--- config.mk ---
export PLATFORM = sky130hd
export DESIGN_NAME = video_input_port_frontend
export DESIGN_NICKNAME = d
export VERILOG_FILES = /design/src/vip_pkg.sv /design/src/chroma_if.sv /design/src/trs_decode.sv /design/src/chroma_resampler.sv /design/src/video_input_port_frontend.sv
export SDC_FILE = /design/constraint.sdc
export NUM_CORES = 1
export LEC_CHECK = 0
export BUFFER_PORTS_ARGS = -buffer_cell sky130_fd_sc_hd__buf_4
export CORE_MARGIN = 3
export CORE_UTILIZATION = 45
export DETAILED_ROUTE_END_ITERATION = 10
export PLACE_DENSITY_LB_ADDON = 0.2
export SLEW_MARGIN = 20
export SYNTH_ARGS = -nofsm -noshare
export SYNTH_HDL_FRONTEND = slang
export SYNTH_HIERARCHICAL = 1
export SYNTH_SLANG_ARGS = --single-unit
--- constraint.sdc ---
create_clock -name core_clk_i -period 19.2 [get_ports core_clk_i]
set_clock_uncertainty 0.1 [all_clocks]
set_input_delay 3.84 -clock core_clk_i [delete_from_list [all_inputs] [get_ports core_clk_i]]
set_output_delay 3.84 -clock core_clk_i [all_outputs]
set_load 0.1 [all_outputs]
--- src/vip_pkg.sv ---
// Functional notes
// - External clock rise samples pins while valid
// - Pin rates up to 81 MHz
// - Upper pins: raw10 bits, message start/end
// - Optional valid-independent message start/end sampling
// - Loopback bit selects video-out unit inputs
// - Loopback takes video-out external pin signals
// - Power down unless keep-awake bit set
// - Control write 0x00080000 or chip reset resets
// - Reset clears control, status, clock registers
// - Internal select 0: pin clock is input
// - Loopback with external clock uses video-out clock
// - Internal select 1: drive core clock divided
// - Full resolution splits Y, Cb, Cr streams
// - Resample off: chroma passes unmodified
// - Resample on: four-tap chroma filter over 16
// - Filtered chroma clamped to 01h..FFh
// - Filter mirrors samples at line edges
// - Four-bit mode field selects operation
// - Correct single, ignore double-error start codes
package vip_pkg;
  // ----------------------------------------
  // Register map
  // ----------------------------------------
  localparam logic [7:0] OFS_CTRL = 8'h00;
  localparam logic [7:0] OFS_STAT = 8'h04;
  localparam logic [7:0] OFS_CLK = 8'h08;
  localparam logic [31:0] CTRL_RST = 32'h0000_0000;
  localparam logic [31:0] STAT_RST = 32'h0000_0000;
  localparam logic [31:0] CLK_RST = 32'h0000_0000;
  localparam logic [31:0] SOFT_RESET_WORD = 32'h0008_0000;
  localparam int CTL_MODE_LSB = 0;
  localparam int CTL_CAPTURE_ON = 4;
  localparam int CTL_CHROMA_RS = 5;
  localparam int CTL_LOOPBACK = 6;
  localparam int CTL_KEEP_AWAKE = 7;
  localparam int CTL_MSG_BYPASS = 8;
  localparam int STAT_X_LSB = 0;
  localparam int STAT_FIELD2 = 16;
  localparam int STAT_VBLANK = 17;
  localparam int STAT_CODE_ERR = 18;
  localparam int STAT_POWER_DOWN = 19;
  localparam int CLK_INTERNAL = 0;
  localparam int CLK_DIV_LSB = 8;
  localparam logic [7:0] DIV_MIN = 8'h02;
  // ----------------------------------------
  // Stream constants
  // ----------------------------------------
  localparam int PIN_RATE_MHZ = 81;
  localparam logic [7:0] PREAMBLE_HI = 8'hff;
  localparam logic [7:0] PREAMBLE_LO = 8'h00;
  localparam logic [13:0] TAP_NEAR = 14'h000d;
  localparam logic [13:0] TAP_FAR = 14'h0005;
  localparam int FILT_SHIFT = 4;
  localparam logic [7:0] CLAMP_MIN = 8'h01;
  localparam logic [7:0] CLAMP_MAX = 8'hff;
  typedef enum logic [3:0] {
    MODE_FULLRES = 4'h0, MODE_HALFRES = 4'h1, MODE_RAW8 = 4'h2,
    MODE_RAW10S = 4'h3, MODE_RAW10U = 4'h4, MODE_MESSAGE = 4'h5
  } mode_e;
endpackage

--- src/chroma_if.sv ---
`timescale 1ns/1ns
// Chroma sample path between parser and resampler
interface chroma_if;
  logic [7:0] smp;
  logic smp_vld;
  logic line_start;
  logic line_end;
  logic resample;
  logic [7:0] out;
  logic out_vld;
  modport src (output smp, smp_vld, line_start, line_end, resample, input out, out_vld);
  modport snk (input smp, smp_vld, line_start, line_end, resample, output out, out_vld);
endinterface

--- src/trs_decode.sv ---
`timescale 1ns/1ns
module trs_decode (
  // Status byte of a timing code
  input wire logic [7:0] code_i,
  // Corrected flags
  output logic f_o,
  output logic v_o,
  output logic h_o,
  output logic double_o
);
  logic [3:0] syn;
  // Syndrome of the protection bits
  always_comb begin
    syn = {code_i[3] ^ code_i[5] ^ code_i[4], code_i[2] ^ code_i[6] ^ code_i[4],
           code_i[1] ^ code_i[6] ^ code_i[5], code_i[0] ^ code_i[6] ^ code_i[5] ^ code_i[4]};
    f_o = code_i[6];
    v_o = code_i[5];
    h_o = code_i[4];
    double_o = 1'b0;
    case (syn)
      4'b0000, 4'b1000, 4'b0100, 4'b0010, 4'b0001: double_o = 1'b0;
      4'b0111: f_o = ~code_i[6];
      4'b1011: v_o = ~code_i[5];
      4'b1101: h_o = ~code_i[4];
      default: double_o = 1'b1;
    endcase
  end
endmodule

--- src/chroma_resampler.sv ---
`timescale 1ns/1ns
module chroma_resampler
  import vip_pkg::*;
(
  // Clock and reset
  input wire logic core_clk_i,
  input wire logic rst_b_i,
  // Sample path
  chroma_if.snk ch
);
  logic [7:0] s0_q, s1_q, s2_q, out_q;
  logic [1:0] n_q, flush_q;
  logic vld_q;

  // Four-tap filter, full precision then clamp
  function automatic logic [7:0] filt(input logic [7:0] a, b, c, d);
    logic signed [13:0] acc;
    acc = $signed(14'(b) * TAP_NEAR + 14'(c) * TAP_FAR) - $signed(14'(a)) - $signed(14'(d));
    acc = acc >>> FILT_SHIFT;
    if (acc < $signed({6'h00, CLAMP_MIN})) filt = CLAMP_MIN;
    else if (acc > $signed({6'h00, CLAMP_MAX})) filt = CLAMP_MAX;
    else filt = acc[7:0];
  endfunction

  // Sample history and count along the line
  always_ff @(posedge core_clk_i or negedge rst_b_i) begin
    if (!rst_b_i) begin
      s0_q <= 8'h00;
      s1_q <= 8'h00;
      s2_q <= 8'h00;
      n_q <= 2'h0;
      flush_q <= 2'h0;
    end else if (ch.line_start) begin
      n_q <= 2'h0;
      flush_q <= 2'h0;
    end else begin
      if (ch.smp_vld) begin
        s0_q <= ch.smp;
        s1_q <= s0_q;
        s2_q <= s1_q;
        n_q <= (n_q == 2'h3) ? n_q : n_q + 2'h1;
      end
      // Two tail outputs pending after line end
      if (ch.line_end && n_q[1]) flush_q <= 2'h2;
      else if (flush_q != 2'h0) flush_q <= flush_q - 2'h1;
    end
  end

  // Output, mirrored at both edges
  always_ff @(posedge core_clk_i or negedge rst_b_i) begin
    if (!rst_b_i) begin
      out_q <= 8'h00;
      vld_q <= 1'b0;
    end else if (!ch.resample) begin
      out_q <= ch.smp;
      vld_q <= ch.smp_vld;
    end else if (ch.smp_vld && n_q == 2'h2) begin
      out_q <= filt(s0_q, s1_q, s0_q, ch.smp);
      vld_q <= 1'b1;
    end else if (ch.smp_vld && n_q == 2'h3) begin
      out_q <= filt(s2_q, s1_q, s0_q, ch.smp);
      vld_q <= 1'b1;
    end else if (flush_q == 2'h2) begin
      out_q <= filt(s2_q, s1_q, s0_q, s1_q);
      vld_q <= 1'b1;
    end else if (flush_q == 2'h1) begin
      out_q <= filt(s1_q, s0_q, s1_q, s2_q);
      vld_q <= 1'b1;
    end else begin
      vld_q <= 1'b0;
    end
  end

  assign ch.out = out_q;
  assign ch.out_vld = vld_q;

  // ----------------------------------------
  // Checks
  // ----------------------------------------
  property p_clamp;
    @(posedge core_clk_i) disable iff (!rst_b_i)
    vld_q && $past(ch.resample) |-> out_q >= CLAMP_MIN;
  endproperty
  a_clamp: assert property (p_clamp) else $error("filtered chroma below floor");
  property p_passthru;
    @(posedge core_clk_i) disable iff (!rst_b_i)
    !ch.resample && ch.smp_vld |=> vld_q && out_q == $past(ch.smp);
  endproperty
  a_passthru: assert property (p_passthru) else $error("chroma not passed unmodified");
endmodule

--- src/video_input_port_frontend.sv ---
// The implementer's own choices: register access over Wishbone and the placing of the registers.
`timescale 1ns/1ns
module video_input_port_frontend
  import vip_pkg::*;
(
  // Clock and reset
  input wire logic core_clk_i,
  input wire logic rst_b_i,
  // Wishbone slave
  input wire logic wb_cyc_i,
  input wire logic wb_stb_i,
  input wire logic wb_we_i,
  input wire logic [7:0] wb_adr_i,
  input wire logic [3:0] wb_sel_i,
  input wire logic [31:0] wb_dat_i,
  output logic [31:0] wb_dat_o,
  output logic wb_ack_o,
  // Video input pins
  input wire logic video_in_clock_pin_i,
  output logic video_in_clock_pin_o,
  output logic video_in_clock_pin_oe_b_o,
  input wire logic input_data_valid_pin_i,
  input wire logic [9:0] video_in_data_pins_i,
  // Video-out unit external pins, for loopback
  input wire logic video_out_unit_clock_i,
  input wire logic video_out_unit_dvalid_i,
  input wire logic [9:0] video_out_unit_data_i,
  // Power
  input wire logic global_power_down_i,
  output logic unit_power_down_o,
  // Planar streams
  output logic [7:0] luma_o,
  output logic luma_vld_o,
  output logic [7:0] cb_o,
  output logic cb_vld_o,
  output logic [7:0] cr_o,
  output logic cr_vld_o,
  // Raw and message stream
  output logic [9:0] raw_o,
  output logic raw_vld_o,
  output logic msg_start_o,
  output logic msg_end_o
);
  typedef enum logic [3:0] {
    ST_DATA = 4'b0001, ST_FF = 4'b0010, ST_Z1 = 4'b0100, ST_Z2 = 4'b1000
  } parse_e;

  logic [31:0] ctrl_q, clk_q, rdat_d;
  logic ack_q, wr_ok, soft_rst, sw_rst_q;
  logic [11:0] src_bus, sync1_q, sync2_q;
  logic clk_prev_q, ext_rise;
  logic [7:0] div_cnt_q, divisor;
  logic clk_out_q, int_rise_q, oe_b_q;
  logic internal, loopback, pd_q, samp, take;
  logic [9:0] data_s;
  logic [7:0] byte_q;
  logic byte_vld_q;
  parse_e state_q;
  logic dec_f, dec_v, dec_h, dec_dbl;
  logic active_q, field2_q, vblank_q, code_err_q;
  logic [1:0] phase_q;
  logic [10:0] cur_x_q;
  logic line_start_q, line_end_q, is_code;
  logic [7:0] luma_q;
  logic luma_vld_q, cap_on;
  logic [9:0] raw_q;
  logic raw_vld_q, msg_start_q, msg_end_q;
  mode_e mode;

  assign mode = mode_e'(ctrl_q[CTL_MODE_LSB +: 4]);
  assign internal = clk_q[CLK_INTERNAL];
  assign loopback = ctrl_q[CTL_LOOPBACK];
  assign cap_on = ctrl_q[CTL_CAPTURE_ON];

  // ----------------------------------------
  // Wishbone slave
  // ----------------------------------------
  // Write takes effect on the edge that the master sees ack
  assign wr_ok = wb_cyc_i && wb_stb_i && wb_we_i && ack_q;
  assign soft_rst = wr_ok && wb_adr_i == OFS_CTRL && wb_sel_i == 4'hf
                    && wb_dat_i == SOFT_RESET_WORD;

  // Byte-lane merge of a write
  function automatic logic [31:0] merge(input logic [31:0] old, input logic [31:0] nw,
                                        input logic [3:0] sel);
    for (int i = 0; i < 4; i++) begin
      old[8*i +: 8] = sel[i] ? nw[8*i +: 8] : old[8*i +: 8];
    end
    merge = old;
  endfunction

  // Acknowledge one cycle after the request, then drop
  always_ff @(posedge core_clk_i or negedge rst_b_i) begin
    if (!rst_b_i) begin
      ack_q <= 1'b0;
      wb_dat_o <= 32'h0000_0000;
    end else begin
      ack_q <= wb_cyc_i && wb_stb_i && !ack_q;
      if (wb_cyc_i && wb_stb_i && !ack_q) wb_dat_o <= rdat_d;
    end
  end
  assign wb_ack_o = ack_q;

  // Read mux; unmapped offsets read zero
  always_comb begin
    rdat_d = 32'h0000_0000;
    if (wb_adr_i == OFS_CTRL) begin
      rdat_d = ctrl_q;
    end else if (wb_adr_i == OFS_STAT) begin
      rdat_d[STAT_X_LSB +: 11] = cur_x_q;
      rdat_d[STAT_FIELD2] = field2_q;
      rdat_d[STAT_VBLANK] = vblank_q;
      rdat_d[STAT_CODE_ERR] = code_err_q;
      rdat_d[STAT_POWER_DOWN] = pd_q;
    end else if (wb_adr_i == OFS_CLK) begin
      rdat_d = clk_q;
    end
  end

  // Control and clock registers; software reset clears both
  always_ff @(posedge core_clk_i or negedge rst_b_i) begin
    if (!rst_b_i) begin
      ctrl_q <= CTRL_RST;
      clk_q <= CLK_RST;
    end else if (soft_rst) begin
      ctrl_q <= CTRL_RST;
      clk_q <= CLK_RST;
    end else if (wr_ok && wb_adr_i == OFS_CTRL) begin
      ctrl_q <= merge(ctrl_q, wb_dat_i, wb_sel_i);
    end else if (wr_ok && wb_adr_i == OFS_CLK) begin
      clk_q <= merge(clk_q, wb_dat_i, wb_sel_i);
    end
  end

  // Pulse that clears the capture pipeline after a soft reset
  always_ff @(posedge core_clk_i or negedge rst_b_i) begin
    if (!rst_b_i) sw_rst_q <= 1'b0;
    else sw_rst_q <= soft_rst;
  end

  // ----------------------------------------
  // Power down
  // ----------------------------------------
  // Keep-awake holds the unit running through chip power down
  always_ff @(posedge core_clk_i or negedge rst_b_i) begin
    if (!rst_b_i) pd_q <= 1'b0;
    else pd_q <= global_power_down_i && !ctrl_q[CTL_KEEP_AWAKE];
  end
  assign unit_power_down_o = pd_q;

  // ----------------------------------------
  // Input mux and synchronisers
  // ----------------------------------------
  // Loopback picks the video-out pins, clock included
  assign src_bus = loopback
    ? {video_out_unit_clock_i, video_out_unit_dvalid_i, video_out_unit_data_i}
    : {video_in_clock_pin_i, input_data_valid_pin_i, video_in_data_pins_i};

  // Two stages before any logic looks at the pins
  always_ff @(posedge core_clk_i or negedge rst_b_i) begin
    if (!rst_b_i) begin
      sync1_q <= 12'h000;
      sync2_q <= 12'h000;
      clk_prev_q <= 1'b0;
    end else begin
      sync1_q <= src_bus;
      sync2_q <= sync1_q;
      clk_prev_q <= sync2_q[11];
    end
  end
  assign data_s = sync2_q[9:0];
  assign ext_rise = sync2_q[11] && !clk_prev_q;

  // ----------------------------------------
  // Internal clock generator
  // ----------------------------------------
  // Divisors below two clamp to two: a flop cannot emit the core clock
  assign divisor = (clk_q[CLK_DIV_LSB +: 8] < DIV_MIN) ? DIV_MIN : clk_q[CLK_DIV_LSB +: 8];

  always_ff @(posedge core_clk_i or negedge rst_b_i) begin
    if (!rst_b_i) begin
      div_cnt_q <= 8'h00;
      clk_out_q <= 1'b0;
      int_rise_q <= 1'b0;
      oe_b_q <= 1'b1;
    end else begin
      div_cnt_q <= (!internal || div_cnt_q >= divisor - 8'h01) ? 8'h00 : div_cnt_q + 8'h01;
      clk_out_q <= internal && div_cnt_q < (divisor >> 1);
      int_rise_q <= internal && div_cnt_q == 8'h00;
      oe_b_q <= !internal;
    end
  end
  assign video_in_clock_pin_o = clk_out_q;
  assign video_in_clock_pin_oe_b_o = oe_b_q;

  // ----------------------------------------
  // Sampling
  // ----------------------------------------
  // Only the selected edge samples; bytes only while valid is high, message markers in bypass without it
  assign samp = (internal ? int_rise_q : ext_rise) && !pd_q;
  assign take = samp && sync2_q[10];

  always_ff @(posedge core_clk_i or negedge rst_b_i) begin
    if (!rst_b_i) begin
      byte_q <= 8'h00;
      byte_vld_q <= 1'b0;
    end else begin
      if (take) byte_q <= data_s[7:0];
      byte_vld_q <= take && !sw_rst_q;
    end
  end

  // ----------------------------------------
  // Raw and message capture
  // ----------------------------------------
  always_ff @(posedge core_clk_i or negedge rst_b_i) begin
    if (!rst_b_i) begin
      raw_q <= 10'h000;
      raw_vld_q <= 1'b0;
      msg_start_q <= 1'b0;
      msg_end_q <= 1'b0;
    end else begin
      if (take) begin
        case (mode)
          MODE_RAW10S, MODE_RAW10U: raw_q <= data_s;
          default: raw_q <= {2'b00, data_s[7:0]};
        endcase
      end
      raw_vld_q <= take && cap_on && mode >= MODE_RAW8 && mode <= MODE_MESSAGE;
      // Bypass lets the markers ride without valid
      if (mode == MODE_MESSAGE && ctrl_q[CTL_MSG_BYPASS]) begin
        msg_start_q <= samp && data_s[8];
        msg_end_q <= samp && data_s[9];
      end else begin
        msg_start_q <= take && mode == MODE_MESSAGE && data_s[8];
        msg_end_q <= take && mode == MODE_MESSAGE && data_s[9];
      end
    end
  end

  // ----------------------------------------
  // Timing code parser
  // ----------------------------------------
  trs_decode u_trs (
    .code_i(byte_q),
    .f_o(dec_f),
    .v_o(dec_v),
    .h_o(dec_h),
    .double_o(dec_dbl)
  );

  assign is_code = byte_vld_q && state_q == ST_Z2;

  // Preamble tracker
  always_ff @(posedge core_clk_i or negedge rst_b_i) begin
    if (!rst_b_i) begin
      state_q <= ST_DATA;
    end else if (sw_rst_q) begin
      state_q <= ST_DATA;
    end else if (byte_vld_q) begin
      case (state_q)
        ST_DATA: state_q <= (byte_q == PREAMBLE_HI) ? ST_FF : ST_DATA;
        ST_FF: state_q <= (byte_q == PREAMBLE_LO) ? ST_Z1
                        : (byte_q == PREAMBLE_HI) ? ST_FF : ST_DATA;
        ST_Z1: state_q <= (byte_q == PREAMBLE_LO) ? ST_Z2 : ST_DATA;
        ST_Z2: state_q <= ST_DATA;
        default: state_q <= ST_DATA;
      endcase
    end
  end

  // Line state; a start code with two errors is dropped,
  // an end code is taken even if damaged
  always_ff @(posedge core_clk_i or negedge rst_b_i) begin
    if (!rst_b_i) begin
      active_q <= 1'b0;
      line_start_q <= 1'b0;
      line_end_q <= 1'b0;
      field2_q <= 1'b0;
      vblank_q <= 1'b0;
    end else if (sw_rst_q) begin
      active_q <= 1'b0;
      line_start_q <= 1'b0;
      line_end_q <= 1'b0;
      field2_q <= 1'b0;
      vblank_q <= 1'b0;
    end else begin
      line_start_q <= is_code && !dec_dbl && !dec_h;
      line_end_q <= is_code && (dec_dbl ? byte_q[4] : dec_h) && active_q;
      if (is_code && !dec_dbl) begin
        field2_q <= dec_f;
        vblank_q <= dec_v;
        active_q <= !dec_h;
      end else if (is_code && byte_q[4]) begin
        active_q <= 1'b0;
      end
    end
  end

  // Sticky damaged-code flag; set wins over write-one-clear
  always_ff @(posedge core_clk_i or negedge rst_b_i) begin
    if (!rst_b_i) code_err_q <= 1'b0;
    else if (is_code && dec_dbl) code_err_q <= 1'b1;
    else if (soft_rst) code_err_q <= 1'b0;
    else if (wr_ok && wb_adr_i == OFS_STAT && wb_sel_i[2] && wb_dat_i[STAT_CODE_ERR])
      code_err_q <= 1'b0;
  end

  // ----------------------------------------
  // Component split
  // ----------------------------------------
  // Byte order after a start code: Cb, Y, Cr, Y
  always_ff @(posedge core_clk_i or negedge rst_b_i) begin
    if (!rst_b_i) begin
      phase_q <= 2'h0;
      cur_x_q <= 11'h000;
      luma_q <= 8'h00;
      luma_vld_q <= 1'b0;
    end else if (sw_rst_q) begin
      phase_q <= 2'h0;
      cur_x_q <= 11'h000;
      luma_vld_q <= 1'b0;
    end else if (line_start_q) begin
      phase_q <= 2'h0;
      cur_x_q <= 11'h7ff;
      luma_vld_q <= 1'b0;
    end else begin
      luma_vld_q <= 1'b0;
      if (byte_vld_q && state_q == ST_DATA && active_q && byte_q != PREAMBLE_HI) begin
        phase_q <= phase_q + 2'h1;
        if (phase_q[0]) begin
          cur_x_q <= cur_x_q + 11'h001;
          luma_q <= byte_q;
          luma_vld_q <= cap_on && mode == MODE_FULLRES;
        end
      end
    end
  end

  chroma_if cb_if ();
  chroma_if cr_if ();

  // Chroma to the two resamplers; gated here so the valid outputs stay bare flops
  assign cb_if.smp = byte_q;
  assign cr_if.smp = byte_q;
  assign cb_if.smp_vld = byte_vld_q && state_q == ST_DATA && active_q && cap_on
                         && mode == MODE_FULLRES && byte_q != PREAMBLE_HI && phase_q == 2'h0;
  assign cr_if.smp_vld = byte_vld_q && state_q == ST_DATA && active_q && cap_on
                         && mode == MODE_FULLRES && byte_q != PREAMBLE_HI && phase_q == 2'h2;
  // Soft reset also restarts the filter's sample count and tail flush
  assign cb_if.line_start = line_start_q || sw_rst_q;
  assign cr_if.line_start = line_start_q || sw_rst_q;
  assign cb_if.line_end = line_end_q;
  assign cr_if.line_end = line_end_q;
  assign cb_if.resample = ctrl_q[CTL_CHROMA_RS];
  assign cr_if.resample = ctrl_q[CTL_CHROMA_RS];

  chroma_resampler u_cb (
    .core_clk_i(core_clk_i),
    .rst_b_i(rst_b_i),
    .ch(cb_if.snk)
  );

  chroma_resampler u_cr (
    .core_clk_i(core_clk_i),
    .rst_b_i(rst_b_i),
    .ch(cr_if.snk)
  );

  // ----------------------------------------
  // Outputs
  // ----------------------------------------
  assign luma_o = luma_q;
  assign luma_vld_o = luma_vld_q;
  assign cb_o = cb_if.out;
  assign cb_vld_o = cb_if.out_vld;
  assign cr_o = cr_if.out;
  assign cr_vld_o = cr_if.out_vld;
  assign raw_o = raw_q;
  assign raw_vld_o = raw_vld_q;
  assign msg_start_o = msg_start_q;
  assign msg_end_o = msg_end_q;

  // ----------------------------------------
  // Checks
  // ----------------------------------------
  property p_valid_gate;
    @(posedge core_clk_i) disable iff (!rst_b_i)
    byte_vld_q |-> $past(sync2_q[10]) && !$past(pd_q);
  endproperty
  a_valid_gate: assert property (p_valid_gate) else $error("byte taken without valid");

  property p_loop_src;
    @(posedge core_clk_i) disable iff (!rst_b_i)
    $past(loopback, 2) && $past(loopback) |->
      sync2_q == $past({video_out_unit_clock_i, video_out_unit_dvalid_i,
                        video_out_unit_data_i}, 2);
  endproperty
  a_loop_src: assert property (p_loop_src) else $error("loopback source not used");

  property p_soft_reset;
    @(posedge core_clk_i) disable iff (!rst_b_i)
    soft_rst |=> ctrl_q == CTRL_RST && clk_q == CLK_RST ##1 sw_rst_q == 1'b0;
  endproperty
  a_soft_reset: assert property (p_soft_reset) else $error("soft reset missed");

  property p_pin_dir;
    @(posedge core_clk_i) disable iff (!rst_b_i)
    internal |=> !video_in_clock_pin_oe_b_o;
  endproperty
  a_pin_dir: assert property (p_pin_dir) else $error("clock pin not driven");

  property p_div_edge;
    @(posedge core_clk_i) disable iff (!rst_b_i)
    internal && $past(internal) && $rose(clk_out_q) |-> div_cnt_q == 8'h01;
  endproperty
  a_div_edge: assert property (p_div_edge) else $error("divided clock misaligned");

  property p_power;
    @(posedge core_clk_i) disable iff (!rst_b_i)
    pd_q |=> !byte_vld_q;
  endproperty
  a_power: assert property (p_power) else $error("sampling while powered down");

  property p_double;
    @(posedge core_clk_i) disable iff (!rst_b_i)
    is_code && dec_dbl && !sw_rst_q |=> !line_start_q ##0 code_err_q;
  endproperty
  a_double: assert property (p_double) else $error("damaged start code used");

  c_line: cover property (@(posedge core_clk_i) disable iff (!rst_b_i)
    line_start_q ##[1:200] line_end_q);
  c_loop: cover property (@(posedge core_clk_i) disable iff (!rst_b_i)
    loopback && byte_vld_q);
  c_filter: cover property (@(posedge core_clk_i) disable iff (!rst_b_i)
    ctrl_q[CTL_CHROMA_RS] && cb_vld_o);
endmodule

Word-level counts from Yosys, hierarchy flattened
Index checks and enable logic that the tools add are counted.
{"block": "classes", "add_sub_neg": 26, "mul": 8, "order_cmp": 21, "eq_ne": 34, "n_mux": 104, "bitwise": 15, "reduce_logical": 98}
{"op": "8-bit 2-to-1 mux", "n": 32}
{"op": "32-bit 2-to-1 mux", "n": 7}
{"op": "14-bit by 9-bit subtractor with 14-bit output", "n": 14}
{"op": "10-bit by 9-bit > comparator with 1-bit output, second input constant", "n": 8}
{"op": "10-bit by 2-bit less-than comparator with 1-bit output, second input constant", "n": 8}
{"op": "11-bit 2-to-1 mux", "n": 5}
{"op": "12-bit by 11-bit adder with 13-bit output", "n": 4}
{"op": "1-bit logical AND", "n": 49}
{"op": "8-bit by 4-bit multiplier with 12-bit output, second input constant", "n": 4}
{"op": "8-bit by 3-bit multiplier with 11-bit output, second input constant", "n": 4}
{"op": "1-bit 2-to-1 mux", "n": 34}
{"op": "32-bit by 20-bit equality test with 1-bit output, second input constant", "n": 1}
{"op": "2-bit 2-to-1 mux", "n": 16}
{"op": "8-bit logical NOT", "n": 3}
{"op": "12-bit 2-to-1 mux", "n": 2}
{"op": "2-bit nonzero test", "n": 12}
{"op": "4-bit by 3-bit equality test with 1-bit output, second input constant", "n": 5}
{"op": "4-bit equality test, second input constant", "n": 5}
{"op": "2-bit AND reduction", "n": 9}
{"op": "3-bit nonzero test", "n": 6}
{"op": "4-bit 2-to-1 mux", "n": 4}
{"op": "2-bit equality test, second input constant", "n": 7}
{"op": "4-bit by 2-bit equality test with 1-bit output, second input constant", "n": 3}
{"op": "4-bit case mux with 3 select lines", "n": 1}
{"op": "31 further kinds", "n": 63}
{"block": "totals", "regBits": 263, "inputBits": 74, "out_inout_bits": 76, "elab_cells": 356}

Longest topological paths before layout
{"block": "logic_depth", "depth_word": 12, "mapped_depth": 27, "ltp_nobuf": 26}

Hierarchy
Netlist, hierarchy kept.
{"module": "video_input_port_frontend", "n_inst": 1, "cells_per_inst": 680, "area_per_inst_um2": 8119.0}
{"module": "chroma_resampler (u_cb)", "n_inst": 1, "cells_per_inst": 763, "area_per_inst_um2": 6597.6}
{"module": "chroma_resampler (u_cr)", "n_inst": 1, "cells_per_inst": 735, "area_per_inst_um2": 6452.4}
{"module": "trs_decode", "n_inst": 1, "cells_per_inst": 88, "area_per_inst_um2": 540.5}

Worst setup path after synthesis
OpenSTA, ideal clock, no wires.
{"block": "synth_path", "kind": "flip-flop to flip-flop", "start": "register u_cr.s0_q[2]", "end": "register u_cr.out_q[0] (netlist: u_cr/ch.out[0])", "arrival_ns": 6.301, "required_ns": 18.980, "path_slack_ns": 12.679, "path_stages_with_launch": 25, "n_path_buf": 0, "period_less_slack_ns": 6.521, "cell_sequence": "dfrtp_1 -> ha_1 -> fa_1 -> inv_1 -> fa_1 -> fa_1 -> inv_1 -> ha_1 -> xnor2_1 -> ha_1 -> nor2b_1 -> or2_2 -> nor2_1 -> xnor2_1 -> ha_1 -> and3_1 -> a221o_1 -> a221o_1 -> or4_1 -> nand4_2 -> xor2_2 -> nor3_2 -> nor3_1 -> o211ai_1 -> a31o_1"}
{"block": "synth_between", "elab_chain_len": 12, "elab_cells_between_ends": 32}
{"element": "from (decl)", "line_no": "chroma_resampler.sv:11", "rtl": "logic [7:0] s0_q, s1_q, s2_q, out_q;"}
{"element": "from (signal assigned)", "line_no": "chroma_resampler.sv:38", "rtl": "s0_q <= ch.smp;"}
{"element": "8-bit by 4-bit multiplier with 12-bit output", "line_no": "chroma_resampler.sv:18", "rtl": "acc = $signed(14'(b) * TAP_NEAR + 14'(c) * TAP_FAR) - $signed(14'(a)) - $signed(14'(d));"}
{"element": "12-bit by 11-bit adder with 13-bit output", "line_no": "chroma_resampler.sv:18"}
{"element": "14-bit by 9-bit subtractor with 14-bit output (2 in a row)", "line_no": "chroma_resampler.sv:18"}
{"element": "10-bit by 9-bit > comparator with 1-bit output", "line_no": "chroma_resampler.sv:21", "rtl": "else if (acc > $signed({6'h00, CLAMP_MAX})) filt = CLAMP_MAX;"}
{"element": "8-bit 2-to-1 mux", "line_no": "chroma_resampler.sv:21"}
{"element": "8-bit 2-to-1 mux", "line_no": "chroma_resampler.sv:20", "rtl": "if (acc < $signed({6'h00, CLAMP_MIN})) filt = CLAMP_MIN;"}
{"element": "8-bit 2-to-1 mux", "line_no": "chroma_resampler.sv:66", "rtl": "end else if (flush_q == 2'h1) begin"}
{"element": "8-bit 2-to-1 mux", "line_no": "chroma_resampler.sv:63", "rtl": "end else if (flush_q == 2'h2) begin"}
{"element": "8-bit 2-to-1 mux", "line_no": "chroma_resampler.sv:60", "rtl": "end else if (ch.smp_vld && n_q == 2'h3) begin"}
{"element": "8-bit 2-to-1 mux *", "line_no": "chroma_resampler.sv:57", "rtl": "end else if (ch.smp_vld && n_q == 2'h2) begin"}
{"element": "8-bit 2-to-1 mux *", "line_no": "chroma_resampler.sv:54", "rtl": "end else if (!ch.resample) begin"}
{"element": "to (signal assigned)", "line_no": "chroma_resampler.sv:55", "rtl": "out_q <= ch.smp;"}
{"element": "to (signal assigned)", "line_no": "chroma_resampler.sv:58", "rtl": "out_q <= filt(s0_q, s1_q, s0_q, ch.smp);"}
{"element": "to (signal assigned)", "line_no": "chroma_resampler.sv:61", "rtl": "out_q <= filt(s2_q, s1_q, s0_q, ch.smp);"}
{"element": "to (decl)", "line_no": "chroma_resampler.sv:11"}
Every way passes the cells marked *; elsewhere a longest branch is shown, timed or not. The select of a mux whose other input is x is not followed.
A chain may end at the register's enable or synchronous reset.

Final worst setup path
Ends and elaborated chain as after synthesis.

==> flow_metrics.py <==
metrics = {
    "grt": {
        "gr-total-overflow": 0,
        "grt_pass1_wl_mm": 95.6,
        "grt_usage_pct": 23.5,
        "antenna_found_initial": 0,
        "grt_pass1_vias": 17700,
        "grt_max_degree": 153,
    },
    "synthesis": {
        "ys_ff_latch": 255,
        "synthFlopType": "dfrtp_1",
        "syn_area_sq_um": 21700,
        "synth_common_cells": "inv_1 (257), dfrtp_1 (253), ha_1 (212)",
        "ys_types": 106,
        "syn_nets": 2666,
        "synth_top_area_cell": "dfrtp_1",
        "yosysWarnings": 6,
        "ys_seq_area_share_pct": 29.4,
        "synth_edf_count": 0,
        "yosysTopAreaCellShare_pct": 29.2,
        "synthTopCellsByArea": "dfrtp_1 (29%), ha_1 (12%), fa_1 (11%)",
        "netlist_instances": 2266,
        "syn_area_per_cell_sq_um": 9.58,
        "yosysMostFrequentCell": "inv_1",
        "postSynth.asyncResetShare_pct": 100,
    },
    "power": {
        "p_per_area_nw_per_um2": 65.1,
        "irDropWorstVdd_v": 0.0000673,
        "p_leak_uw": 0.0118,
        "total_power_uw": 1600,
    },
    "die": {
        "start_util_pct": 46.0,
        "io_pins": 150,
        "dieArea_sq_um": 50900,
        "core_area_sq_um": 47100,
        "rows": 79,
        "dieHeight_um": 226,
        "die_width_um": 226,
    },
    "timing": {
        "hold_viol_final": 0,
        "timing.final.crit_share_pct": 36.7,
        "worst_pin_slew_ns": 1.09,
        "finalCriticalPeriod_ns": 7.05,
        "fin_ws_ns": 12.15,
        "rsz0062_at_grt": "no",
        "setup_viol": 0,
        "slew_headroom_pct": 27.2,
        "holdWs_ns": 0.241,
        "drv_slew": 0,
        "setup_tns_ns": 0,
        "fmax_mhz": 142,
    },
    "critical_path": {
        "cp.required_ns": 19.57,
        "r2r_end": "u_cr/ch.out[0]$_DFFE_PN0P_",
        "cp-end-kind": "register",
        "reg2reg_slack_ns": 12.15,
        "crit_fanout": 6,
        "r2r-start": "u_cr/s0_q[2]$_DFFE_PN0P_",
        "rr_worst_depth": 24,
        "critPathLaunchType": "register",
        "critical_path_class": "reg -> reg",
        "cp.arrival_ns": 7.42,
    },
    "drt": {
        "vias": 17400,
        "wl_mm": 59.7,
        "post_drt_wl_per_cell_um": 19.7,
        "ant_nets": 0,
        "viasPerCell": 5.74,
        "drtPass1Iterations": 5,
        "drt-initial-drc-count": 1330,
        "route.detailed.drc": 0,
    },
    "cts": {
        "postCtsHoldBufs": 0,
        "cts_tree": "yes",
        "clk_path_buf_depth": 3,
        "cts_root_buf": "clkbuf_16",
        "cts_max_level": 1,
        "path_clk_slew_ns": 0.06,
        "clk_latency_ns": 0.57,
        "cts_resized": 0,
        "clock_sinks": 255,
        "numCtsBuffers": 30,
        "post_cts_buffers": 0,
    },
    "hold_path": {
        "min_path_cells": 0,
        "hp-start": "sync1_q[2]$_DFF_PN0_",
        "min-delay-path-class": "reg -> reg",
        "worstHoldEndpoint": "sync2_q[2]$_DFF_PN0_",
    },
    "cells_and_area": {
        "nets": 2806,
        "area_growth_pct": 13.3,
        "drive_gt1_share_pct": 16.1,
        "diodes": 0,
    },
    "placement": {
        "dp_slack_ns": 12.24,
        "hpwl_mm": 45.8,
        "io_buffer_count": 149,
        "gp_routability_congestion": 0.914,
    },
    "job": {
        "drv_cap": 0,
    },
    "status": {
        "status": "complete, no violations",
    },
}
## critical path: stages, from the launching register on
cell and delay (ns):
dfrtp_1 0.47, ha_1 0.37, fa_1 0.55, inv_1 0.06
fa_1 0.51, fa_1 0.52, inv_1 0.05, ha_1 0.34
xnor2_1 0.24, ha_1 0.31, nor2b_1 0.16, or2_2 0.31
nor2_1 0.12, xnor2_1 0.18, ha_1 0.35, and3_1 0.21
a221o_1 0.41, a221o_1 0.34, or4_1 0.43, nand4_2 0.13
xor2_2 0.18, nor3_2 0.08, nor3_1 0.19, o211ai_1 0.13
a31o_1 0.20
## layout by cell type, fill, tap and decap left out, types with 43 or more instances in the layout
cell	count
a21oi_1	105
buf_4	164
dfrtp_1	253
fa_1	114
ha_1	212
inv_1	257
mux2_2	100
nand2_1	163
nor2_1	118
nor3_1	45
o21ai_0	147
xnor2_1	88
xor2_1	43
## report_power, final
part / internal, uW / switching [uW]
Sequential: 553 / 13.9
Clock: 393 / 246
Combinational: 122 / 275
## cells by family after synthesis
kind of cell	after synthesis	share of synthesized area (%)
and+or+nand+nor	547	13.0
xor gates and xnor gates	138	5.84
adders and majority gates	327	22.8
buffers and inverters	316	5.57
DFF	255	29.4
AOI/OAI and AO/OA	552	16.8
muxes	131	6.64
## worst max path at each step
stage	start	endpoint	slack, ns	depth (start not counted)
5_1_grt	u_cr/s0_q[2]$_DFFE_PN0P_	u_cr/ch.out[0]$_DFFE_PN0P_	11.82	24
3_5_place_dp	u_cr/s0_q[2]$_DFFE_PN0P_	u_cr/ch.out[0]$_DFFE_PN0P_	12.24	24
3_3_place_gp	u_cr/s0_q[2]$_DFFE_PN0P_	u_cr/ch.out[0]$_DFFE_PN0P_	12.34	24
6_report	u_cr/s0_q[2]$_DFFE_PN0P_	u_cr/ch.out[0]$_DFFE_PN0P_	12.15	24
4_1_cts	u_cr/s0_q[2]$_DFFE_PN0P_	u_cr/ch.out[0]$_DFFE_PN0P_	12.21	24
2_1_floorplan	u_cr/s0_q[2]$_DFFE_PN0P_	u_cr/ch.out[0]$_DFFE_PN0P_	12.68	24
## metal layers
layer | vias up | track usage [%] | wire, um
li1 | 8257 | - | -
met1 | 8586 | 31.8 | 26700
met2 | 474 | 39.3 | 28000
met3 | 104 | 3.21 | 3120
met4 | 0 | 7.46 | 1860
met5 | - | 0 | 0
## area by class of cell
| cell class | instances | area, sq um |
|---|---|---|
| Multi-Input combinational cell | 1695 | 14100 |
| Tap cell | 607 | 759 |
| Clock inverter | 16 | 250 |
| Fill cell | 4240 | 22500 |
| Timing Repair Buffer | 166 | 1270 |
| Inverter | 258 | 968 |
| Sequential cell | 255 | 6380 |
| Clock buffer | 38 | 852 |
## state kept, by name, summed over array words and instances (netlist names), 3 cells and up
name / flops
div_cnt_q: 8
u_cr/ch.out: 8
cur_x_q: 11
clk_q: 32
raw_o: 3
ctrl_q: 32
sync1_q: 12
state_q: 4
u_cr/s1_q: 8
sync2_q: 12
u_cb/s0_q: 8
byte_q: 7
u_cb/s1_q: 8
luma_o: 8
u_cb/s2_q: 8
u_cr/s2_q: 8
u_cb/ch.out: 8
wb_dat_o: 32
u_cr/s0_q: 8
## stage by stage
step	instances	util [%]	area, sq um
5_1_grt	3035	52.2	24600
3_5_place_dp	2981	49.8	23500
3_3_place_gp	2981	49.8	23500
4_1_cts	3035	52.2	24600
6_report	3035	52.2	24600
2_1_floorplan	2266	-	21700
Note: power is estimated with default switching activity, not from simulation.
